### src/verilog/timer_consts.svh
// Register offsets, field positions, reset values and counter limits of the timer core
`ifndef TIMER_CONSTS_SVH
`define TIMER_CONSTS_SVH

// Byte offsets on the register bus
`define OFS_TIMER_CONTROL 8'h00
`define OFS_TIMER_COUNTER 8'h04
`define OFS_TIMER_PERIOD 8'h08
`define OFS_TIMER_COMPARE 8'h0C
`define OFS_GLOBAL_CONTROL 8'h10
`define OFS_EVENT_FLAGS 8'h14

// Timer control register fields
`define CTL_CMP_EN_BIT 1
`define CTL_CLKSRC_LSB 4
`define CTL_ENABLE_BIT 6
`define CTL_PRESC_LSB 8
`define CTL_MODE_LSB 11
`define CTL_SOFT_BIT 14
`define CTL_FREE_BIT 15

// Global control register fields
`define GTC_ADC_SEL_LSB 7
`define GTC_DIR_BIT 13

// Event flag register fields
`define EVF_PERIOD_BIT 0
`define EVF_COMPARE_BIT 1
`define EVF_UNDERFLOW_BIT 2
`define EVF_OVERFLOW_BIT 3

// Reset values
`define RST_CONTROL 16'h0000
`define RST_COUNTER 16'h0000
`define RST_PERIOD 16'h0000
`define RST_COMPARE 16'h0000
`define RST_ADC_SEL 2'h0

// Counter limits
`define CNT_TOP 16'hFFFF
`define CNT_ZERO 16'h0000

`endif

### src/verilog/timer_pkg.sv
// Types shared by the timer core modules
package timer_pkg;

  // Counting modes; codes above 3'b010 are the up/down modes, held like stop here
  typedef enum logic [2:0] {
    MODE_STOP = 3'b000,
    MODE_SINGLE_UP = 3'b001,
    MODE_CONT_UP = 3'b010,
    MODE_DIR_UPDOWN = 3'b011,
    MODE_SINGLE_UPDOWN = 3'b100,
    MODE_CONT_UPDOWN = 3'b101
  } count_mode_t;

  // Event that starts an ADC conversion
  typedef enum logic [1:0] {
    ADC_NONE = 2'b00,
    ADC_ON_UNDERFLOW = 2'b01,
    ADC_ON_PERIOD = 2'b10,
    ADC_ON_COMPARE = 2'b11
  } adc_sel_t;

endpackage

### src/verilog/prescale_if.sv
// Signals between the timer core and its prescaler
`timescale 1ns/100ps
`default_nettype none
interface prescale_if;
  logic clear;
  logic hold;
  logic use_ext;
  logic ext_pulse;
  logic [2:0] div_code;
  logic tick;

  modport core (output clear, output hold, output use_ext, output ext_pulse,
                output div_code, input tick);
  modport presc (input clear, input hold, input use_ext, input ext_pulse,
                 input div_code, output tick);
endinterface
`default_nettype wire

### src/verilog/timer_prescaler.sv
// Clock source select and divide-by-2^n prescaler producing scaled count ticks
`timescale 1ns/100ps
`default_nettype none
module timer_prescaler
  import timer_pkg::*;
(
  // Clock and reset
  input wire logic clk_i,
  input wire logic rst_i,
  // Core side
  prescale_if.presc pif
);

  logic [6:0] div_cnt_reg;
  logic src_pulse;
  logic at_wrap;

  function automatic logic [6:0] div_mask(input logic [2:0] code);
    div_mask = 7'(({7'h00, 1'b1} << code) - 8'h01);
  endfunction

  // Internal source gives one pulse per CPU clock
  assign src_pulse = pif.use_ext ? pif.ext_pulse : 1'b1;
  // At or past the mask: a smaller code picked while a count is held wraps at once
  assign at_wrap = (div_cnt_reg >= div_mask(pif.div_code));
  assign pif.tick = !pif.clear && !pif.hold && src_pulse && at_wrap;

  always_ff @(posedge clk_i) begin
    if (rst_i) begin
      div_cnt_reg <= 7'h00;
    end else if (pif.clear) begin
      div_cnt_reg <= 7'h00;
    end else if (!pif.hold && src_pulse) begin
      div_cnt_reg <= at_wrap ? 7'h00 : 7'(div_cnt_reg + 7'h01);
    end
  end

endmodule
`default_nettype wire

### src/verilog/timer_core_top.sv
// Up-counting timer core with Wishbone registers, event flags and ADC start
//
// Overview of operation
// - Selected timer event pulses ADC start
// - Emulation suspend: run, stop now, stop at period end
// - Four event flags per timer
// - Compare flag set two cycles after match
// - Overflow at FFFFh, underflow at 0000h
// - Period event; flags two cycles after event
// - Mode field: stop, single up, continuous up
// - Enable clear stops counting, resets prescaler
// - Prescale field divides input clock, 001 halves
// - Stop/hold freezes counter and prescaler
// - Single up: clear count and enable after match
// - Period ADC start with period flag
// - Underflow ADC start with underflow flag
// - Zero start: period lasts period plus one
// - Start above period wraps through FFFFh
// - Start at period: period then underflow
// - Direction bit reads one in up modes, zero otherwise, direction pin unused
// - Counting starts immediately on enable
// - Continuous up restarts without lost clock
// - Later continuous periods last period plus one
// - Internal or external clock source selectable
//
// The register addresses and the Wishbone register port were decided locally.
`timescale 1ns/100ps
`default_nettype none
`include "timer_consts.svh"
module timer_core_top
  import timer_pkg::*;
(
  // System
  input wire logic CLK_I,
  input wire logic RST_I,
  // Wishbone slave
  input wire logic CYC_I,
  input wire logic STB_I,
  input wire logic WE_I,
  input wire logic [7:0] ADR_I,
  input wire logic [3:0] SEL_I,
  input wire logic [31:0] DAT_I,
  output logic [31:0] DAT_O,
  output logic ACK_O,
  // Pins
  input wire logic EXT_TIMER_CLOCK_I,
  input wire logic EMU_SUSPEND_I,
  // Event outputs
  output logic ADC_START_O,
  output logic OVERFLOW_IRQ_O,
  output logic UNDERFLOW_IRQ_O,
  output logic COMPARE_IRQ_O,
  output logic PERIOD_IRQ_O
);

  prescale_if pif ();

  // Pin synchronisers
  logic [2:0] ext_sync_reg;
  logic ext_level_reg;
  logic ext_level_prev_reg;
  logic [2:0] susp_sync_reg;
  logic susp_level_reg;

  // Bus
  logic wb_req;
  logic ack_reg;
  logic [31:0] dat_reg;
  logic [31:0] rd_data;
  logic wr_stb;

  // Registers
  logic [15:0] timer_control_reg;
  logic [15:0] timer_counter_reg;
  logic [15:0] timer_period_reg;
  logic [15:0] timer1_compare_value;
  adc_sel_t adc_sel_reg;
  logic [3:0] event_flag_reg_a;
  logic [3:0] event_flag_next;

  // Counting control
  count_mode_t mode;
  logic enable;
  logic up_mode;
  logic free_run;
  logic soft_stop;
  logic halt;
  logic run;
  logic tick_adv;
  logic at_period;
  logic enable_prev_reg;
  logic susp_end_reg;

  // Event pipeline
  logic arm_step_reg;
  logic arm_start;
  logic [3:0] ev_now;
  logic [3:0] ev_d1_reg;
  logic [3:0] flag_clr;
  logic adc_start_reg;

  function automatic logic [15:0] merge16(input logic [15:0] old, input logic [31:0] d,
                                          input logic [3:0] sel);
    merge16 = {sel[1] ? d[15:8] : old[15:8], sel[0] ? d[7:0] : old[7:0]};
  endfunction

  function automatic logic wr_to(input logic wr, input logic [7:0] adr, input logic [7:0] ofs);
    wr_to = wr && (adr[7:2] == ofs[7:2]);
  endfunction

  // External clock: three flops, a change counts when the last two agree
  always_ff @(posedge CLK_I) begin
    if (RST_I) begin
      ext_sync_reg <= 3'h0;
      ext_level_reg <= 1'b0;
      ext_level_prev_reg <= 1'b0;
    end else begin
      ext_sync_reg <= {ext_sync_reg[1:0], EXT_TIMER_CLOCK_I};
      if (ext_sync_reg[1] == ext_sync_reg[2]) begin
        ext_level_reg <= ext_sync_reg[2];
      end
      ext_level_prev_reg <= ext_level_reg;
    end
  end

  // Emulation suspend pin, same filtering
  always_ff @(posedge CLK_I) begin
    if (RST_I) begin
      susp_sync_reg <= 3'h0;
      susp_level_reg <= 1'b0;
    end else begin
      susp_sync_reg <= {susp_sync_reg[1:0], EMU_SUSPEND_I};
      if (susp_sync_reg[1] == susp_sync_reg[2]) begin
        susp_level_reg <= susp_sync_reg[2];
      end
    end
  end

  // Field decode
  // Mode codes above continuous up are held like stop/hold
  assign mode = count_mode_t'(timer_control_reg[`CTL_MODE_LSB +: 3]);
  assign enable = timer_control_reg[`CTL_ENABLE_BIT];
  assign free_run = timer_control_reg[`CTL_FREE_BIT];
  assign soft_stop = timer_control_reg[`CTL_SOFT_BIT];
  assign up_mode = (mode == MODE_SINGLE_UP) || (mode == MODE_CONT_UP);
  assign at_period = (timer_counter_reg == timer_period_reg);

  // Suspend stops at once, or only once the current period has ended
  // The pin is filtered, so suspend acts a few cycles after it rises
  assign halt = susp_level_reg && !free_run && (!soft_stop || susp_end_reg);
  assign run = enable && up_mode && !halt;
  assign tick_adv = run && pif.tick;

  // Prescaler hookup; a held prescaler keeps its count
  assign pif.clear = !enable;
  assign pif.hold = !run;
  assign pif.use_ext = (timer_control_reg[`CTL_CLKSRC_LSB +: 2] == 2'b01);
  assign pif.ext_pulse = ext_level_reg && !ext_level_prev_reg;
  assign pif.div_code = timer_control_reg[`CTL_PRESC_LSB +: 3];

  timer_prescaler i_timer_prescaler (
    .clk_i(CLK_I),
    .rst_i(RST_I),
    .pif(pif)
  );

  // Wishbone: ack one cycle after the request, write lands on the ack edge
  // Unmapped offsets read zero, drop writes and are still acknowledged
  assign wb_req = CYC_I && STB_I;
  assign wr_stb = wb_req && ack_reg && WE_I;

  always_ff @(posedge CLK_I) begin
    if (RST_I) begin
      ack_reg <= 1'b0;
    end else begin
      ack_reg <= wb_req && !ack_reg;
    end
  end

  always_comb begin
    rd_data = 32'h00000000;
    unique case (ADR_I[7:2])
      6'(`OFS_TIMER_CONTROL >> 2): rd_data[15:0] = timer_control_reg;
      6'(`OFS_TIMER_COUNTER >> 2): rd_data[15:0] = timer_counter_reg;
      6'(`OFS_TIMER_PERIOD >> 2): rd_data[15:0] = timer_period_reg;
      6'(`OFS_TIMER_COMPARE >> 2): rd_data[15:0] = timer1_compare_value;
      6'(`OFS_GLOBAL_CONTROL >> 2): begin
        rd_data[`GTC_ADC_SEL_LSB +: 2] = adc_sel_reg;
        rd_data[`GTC_DIR_BIT] = up_mode;
      end
      6'(`OFS_EVENT_FLAGS >> 2): rd_data[3:0] = event_flag_reg_a;
      default: rd_data = 32'h00000000;
    endcase
  end

  always_ff @(posedge CLK_I) begin
    if (RST_I) begin
      dat_reg <= 32'h00000000;
    end else if (wb_req && !ack_reg) begin
      dat_reg <= rd_data;
    end
  end

  // Control register; a software write wins over the end-of-run clear
  always_ff @(posedge CLK_I) begin
    if (RST_I) begin
      timer_control_reg <= `RST_CONTROL;
    end else if (wr_to(wr_stb, ADR_I, `OFS_TIMER_CONTROL)) begin
      timer_control_reg <= merge16(timer_control_reg, DAT_I, SEL_I);
    end else if (tick_adv && at_period && mode == MODE_SINGLE_UP) begin
      timer_control_reg[`CTL_ENABLE_BIT] <= 1'b0;
    end
  end

  always_ff @(posedge CLK_I) begin
    if (RST_I) begin
      timer_period_reg <= `RST_PERIOD;
    end else if (wr_to(wr_stb, ADR_I, `OFS_TIMER_PERIOD)) begin
      timer_period_reg <= merge16(timer_period_reg, DAT_I, SEL_I);
    end
  end

  always_ff @(posedge CLK_I) begin
    if (RST_I) begin
      timer1_compare_value <= `RST_COMPARE;
    end else if (wr_to(wr_stb, ADR_I, `OFS_TIMER_COMPARE)) begin
      timer1_compare_value <= merge16(timer1_compare_value, DAT_I, SEL_I);
    end
  end

  always_ff @(posedge CLK_I) begin
    if (RST_I) begin
      adc_sel_reg <= adc_sel_t'(`RST_ADC_SEL);
    end else if (wr_to(wr_stb, ADR_I, `OFS_GLOBAL_CONTROL) && SEL_I[0] && SEL_I[1]) begin
      adc_sel_reg <= adc_sel_t'(DAT_I[`GTC_ADC_SEL_LSB +: 2]);
    end
  end

  // Counter: period match clears to zero on the same tick that would count
  // A counter write in a tick cycle wins and that tick is dropped
  always_ff @(posedge CLK_I) begin
    if (RST_I) begin
      timer_counter_reg <= `RST_COUNTER;
    end else if (wr_to(wr_stb, ADR_I, `OFS_TIMER_COUNTER)) begin
      timer_counter_reg <= merge16(timer_counter_reg, DAT_I, SEL_I);
    end else if (tick_adv) begin
      if (at_period) begin
        timer_counter_reg <= `CNT_ZERO;
      end else begin
        timer_counter_reg <= 16'(timer_counter_reg + 16'h0001);
      end
    end
  end

  // Soft suspend: remember that a period ended while suspended
  always_ff @(posedge CLK_I) begin
    if (RST_I) begin
      susp_end_reg <= 1'b0;
    end else if (!susp_level_reg) begin
      susp_end_reg <= 1'b0;
    end else if (tick_adv && at_period) begin
      susp_end_reg <= 1'b1;
    end
  end

  // Start marker is combinational so it flags the cycle that shows the starting value
  assign arm_start = enable && !enable_prev_reg && up_mode;

  // Last cycle's enable, to spot a software start
  always_ff @(posedge CLK_I) begin
    if (RST_I) begin
      enable_prev_reg <= 1'b0;
    end else begin
      enable_prev_reg <= enable;
    end
  end

  // A step marks the cycle in which the counter shows a freshly reached value
  always_ff @(posedge CLK_I) begin
    if (RST_I) begin
      arm_step_reg <= 1'b0;
    end else begin
      arm_step_reg <= tick_adv;
    end
  end

  // Starting value only raises period and compare; zero and top need a step
  always_comb begin
    ev_now = 4'h0;
    ev_now[`EVF_PERIOD_BIT] = (arm_step_reg || arm_start) && at_period;
    ev_now[`EVF_COMPARE_BIT] = (arm_step_reg || arm_start) &&
                               timer_control_reg[`CTL_CMP_EN_BIT] &&
                               (timer_counter_reg == timer1_compare_value);
    ev_now[`EVF_UNDERFLOW_BIT] = arm_step_reg && (timer_counter_reg == `CNT_ZERO);
    ev_now[`EVF_OVERFLOW_BIT] = arm_step_reg && (timer_counter_reg == `CNT_TOP);
  end

  // One stage here and the flag flop give the two-cycle latency
  always_ff @(posedge CLK_I) begin
    if (RST_I) begin
      ev_d1_reg <= 4'h0;
    end else begin
      ev_d1_reg <= ev_now;
    end
  end

  // Write one to clear; a new event in the clearing cycle still sets
  assign flag_clr = (wr_to(wr_stb, ADR_I, `OFS_EVENT_FLAGS) && SEL_I[0]) ? DAT_I[3:0] : 4'h0;
  assign event_flag_next = (event_flag_reg_a & ~flag_clr) | ev_d1_reg;

  always_ff @(posedge CLK_I) begin
    if (RST_I) begin
      event_flag_reg_a <= 4'h0;
    end else begin
      event_flag_reg_a <= event_flag_next;
    end
  end

  // ADC start pulses in the cycle the matching flag is set
  always_ff @(posedge CLK_I) begin
    if (RST_I) begin
      adc_start_reg <= 1'b0;
    end else begin
      unique case (adc_sel_reg)
        ADC_NONE: adc_start_reg <= 1'b0;
        ADC_ON_UNDERFLOW: adc_start_reg <= ev_d1_reg[`EVF_UNDERFLOW_BIT];
        ADC_ON_PERIOD: adc_start_reg <= ev_d1_reg[`EVF_PERIOD_BIT];
        ADC_ON_COMPARE: adc_start_reg <= ev_d1_reg[`EVF_COMPARE_BIT];
      endcase
    end
  end

  // Outputs, all from flops
  assign DAT_O = dat_reg;
  assign ACK_O = ack_reg;
  assign ADC_START_O = adc_start_reg;
  assign PERIOD_IRQ_O = event_flag_reg_a[`EVF_PERIOD_BIT];
  assign COMPARE_IRQ_O = event_flag_reg_a[`EVF_COMPARE_BIT];
  assign UNDERFLOW_IRQ_O = event_flag_reg_a[`EVF_UNDERFLOW_BIT];
  assign OVERFLOW_IRQ_O = event_flag_reg_a[`EVF_OVERFLOW_BIT];

endmodule
`default_nettype wire

### config.mk
export PLATFORM = sky130hd
export DESIGN_NAME = timer_core_top
export DESIGN_NICKNAME = d
export VERILOG_FILES = /design/src/verilog/timer_pkg.sv /design/src/verilog/prescale_if.sv /design/src/verilog/timer_prescaler.sv /design/src/verilog/timer_core_top.sv
export VERILOG_INCLUDE_DIRS = /design/src /design/src/verilog
export SDC_FILE = /design/constraint.sdc
export NUM_CORES = 1
export LEC_CHECK = 0
export BUFFER_PORTS_ARGS = -buffer_cell sky130_fd_sc_hd__buf_4
export CAP_MARGIN = 5
export CORE_UTILIZATION = 40
export CTS_CLUSTER_DIAMETER = 50
export CTS_CLUSTER_SIZE = 8
export DETAILED_ROUTE_END_ITERATION = 10
export PLACE_DENSITY = 0.65
export SLEW_MARGIN = 20
export SYNTH_ARGS = -nofsm -noshare
export SYNTH_HDL_FRONTEND = slang
export SYNTH_HIERARCHICAL = 1
export SYNTH_SLANG_ARGS = --single-unit
### constraint.sdc
create_clock -name CLK_I -period 5 [get_ports CLK_I]
set_input_delay 1.25 -clock CLK_I [delete_from_list [all_inputs] [get_ports CLK_I]]
set_output_delay 1.25 -clock CLK_I [all_outputs]
set_load 0.03 [all_outputs]
==> results.json <==
{
  "p_int_uw": 1510,
  "die_w_um": 124,
  "core_um2": 14500,
  "setup_violations": 0,
  "synth_top_area_cell": "dfxtp_1",
  "p_switching_uw": 416,
  "fin_cells": 903,
  "fin_util": 0.465,
  "hold_class": "reg2reg",
  "hpwl_mm": 12.2,
  "grt_use_total": 0.224,
  "gp_congestion": 0.902,
  "avgViaCountPerCell": 5.78,
  "cp_max_fo": 8,
  "vias": 5219,
  "p_leak_uw": 0.00280,
  "port_buffers": 52,
  "areaGrowthSynthToFinish_pct": 13.2,
  "synth.most_common_cell": "dfxtp_1",
  "io_pins": 89,
  "ctsHoldBuffers": 0,
  "p_comb_frac": 0.056,
  "dr.first_iter.drc_count": 388,
  "h-tree-depth": 3,
  "post_cts_buffers": 0,
  "synth_area_per_cell_um2": 8.61,
  "dieArea_um2": 15400,
  "post-route-drc-count": 0,
  "synth_seq_area_share": 0.372,
  "ys_ff_latch": 111,
  "syn-cell-area_um2": 5970,
  "post-route-period-util": 0.621,
  "clock_path_buffers": 2,
  "peakVddDrop_v": 0.000192,
  "drt_first_pass_iters": 5,
  "finalSetupTns_ps": 0,
  "worst-setup-path-type": "reg2reg",
  "synthDistinctLibCells": 69,
  "totalWireLength_mm": 16.9,
  "antenna_cells": 0,
  "swShare": 0.216,
  "grt_max_degree": 80,
  "netlist_top_cells_area": "dfxtp_1 (37%), mux2i_1 (8.2%), xor2_1 (4.8%), nand2_1 (4.5%), nor2_1 (4.1%)",
  "finalMaxSlewViolations": 0,
  "path_clk_slew_ps": 80,
  "synth_edf_count": 0,
  "pwr-share-seq": 0.463,
  "grt_first_pass_wirelength_mm": 27.4,
  "synth_cells": 694,
  "power_density_nw_per_um2": 285,
  "cp-start-kind": "register",
  "rsz0062_at_grt": "no",
  "max_freq_ghz": 0.322,
  "nets": 776,
  "fin_crit_ps": 3110,
  "pwr-share-clk": 0.480,
  "cts_resized": 0,
  "antenna_found_initial": 0,
  "cp.arrival_ps": 3390,
  "cts_tree": "yes",
  "wl_per_cell_um": 18.8,
  "start_util": 0.411,
  "max-slew-margin-rel": 0.363,
  "synth_top_cell_area_share": 0.372,
  "status": "completed",
  "hold_violations": 0,
  "num_rows": 44,
  "cts_made_buffers": 9,
  "overflow": 0,
  "finalClockSkew_ps": 11.5,
  "drive_gt1_frac": 0.152,
  "worst_slew_pin_slew_ps": 947,
  "max_cap_violations": 0,
  "clock_sink_count": 111,
  "drtAntennaViolNets": 0,
  "synth_common_cells": "dfxtp_1 (111), nand2_1 (72), nor2_1 (66)",
  "synth-main-ff-cell": "dfxtp_1",
  "cts_root_buf": "clkbuf_16",
  "critPathRequiredTime_ps": 5280,
  "grt_pass1_vias": 5090,
  "synth-async-reset-ratio": 0,
  "dp.cells": 888,
  "end_kind": "register",
  "insertion_delay_ps": 360,
  "die_h_um": 124,
  "filler_cell_count": 1405,
  "ys_warn_count": 6
}
==> metal layers <==
layer / global-route usage / vias to the layer above / part of all wire
met5: 0 / - / 0
met4: 0.0914 / 0 / 0.031
met3: 0.0487 / 33 / 0.055
met2: 0.353 / 178 / 0.46
met1: 0.294 / 2504 / 0.45
li1: - / 2504 / -
==> critical path, stage by stage (launching register included) <==
cell and delay [ps]:
dfxtp_1 430, or3_1 420, ha_1 200, nor2b_1 120
o21ai_0 230, a211o_4 240, and3b_2 230, inv_1 110
o31ai_2 600, o21ai_1 200, a211oi_2 260
==> kinds of logic after synthesis <==
kind of cell               Yosys count  share of synthesized area
AOI/OAI and AO/OA                  138                      0.169
xor gates and xnor gates            41                     0.0601
adders and majority gates           10                     0.0209
buffers and inverters               81                     0.0653
DFF                                111                      0.372
muxes                               50                     0.0840
other                                1                   0.000628
and+or+nand+nor                    262                      0.228
==> cells in the final DEF, fill, tap and decap left out, types with 5 or more instances in the layout <==
| cell | instances |
|---|---|
| a222oi_1 | 7 |
| nand4_1 | 10 |
| nand2_1 | 72 |
| conb_1 | 16 |
| a21oi_1 | 31 |
| a31oi_1 | 6 |
| bufinv_16 | 5 |
| o21ai_0 | 30 |
| xor2_1 | 33 |
| a32oi_1 | 8 |
| nor2_1 | 65 |
| and3_1 | 5 |
| inv_1 | 16 |
| xnor2_1 | 8 |
| clkbuf_16 | 9 |
| buf_4 | 59 |
| a211oi_1 | 9 |
| nand3_1 | 25 |
| a22oi_1 | 11 |
| nor4_1 | 18 |
| nor3_1 | 14 |
| a211oi_2 | 5 |
| mux2i_1 | 49 |
| ha_1 | 10 |
| dfxtp_1 | 111 |
| nor2b_1 | 15 |
==> per-stage QoR <==
stage	area (um^2)	power (uW)	hold slack, ps	setup slack, ps
2_1_floorplan	6030	982	413	2290
3_3_place_gp	6380	1020	423	1710
3_5_place_dp	6380	1020	428	1670
4_1_cts	6760	1940	445	1890
5_1_grt	6760	1980	460	1730
6_report	6760	1930	438	1890
==> area by class of cell <==
type / count / area (um^2) / share of cell area
tap: 184 / 230 / 0.0340
timing repair buffer: 59 / 443 / 0.0655
clock inverter: 6 / 158 / 0.0233
multi-input combinational: 517 / 3420 / 0.506
clock buffer: 9 / 225 / 0.0333
sequential: 111 / 2220 / 0.329
inverter: 17 / 63.8 / 0.00944
==> worst paths after layout <==
check / start / to / slack [ps] / depth (start not counted)
worst max-delay path: timer_control_reg[9]$_SDFFE_PP0P_ / timer_counter_reg[7]$_SDFFE_PP0P_ / 1890 / 10
worst min-delay path: ext_sync_reg[0]$_SDFF_PP0_ / ext_sync_reg[1]$_SDFF_PP0_ / 440 / 1
worst max register to register: timer_control_reg[9]$_SDFFE_PP0P_ / timer_counter_reg[7]$_SDFFE_PP0P_ / 1890 / 10
worst min register to register: ext_sync_reg[0]$_SDFF_PP0_ / ext_sync_reg[1]$_SDFF_PP0_ / 440 / 1
==> power groups by stage <==
stage,Combinational (uW),Sequential (uW),Clock [uW]
final,109,892,925
after global routing,115,892,971
after CTS,108,892,935
after detailed placement,108,913,0
after global placement,107,912,0
after floorplan,63.0,919,0
Note: power is estimated with default switching activity, not from simulation.
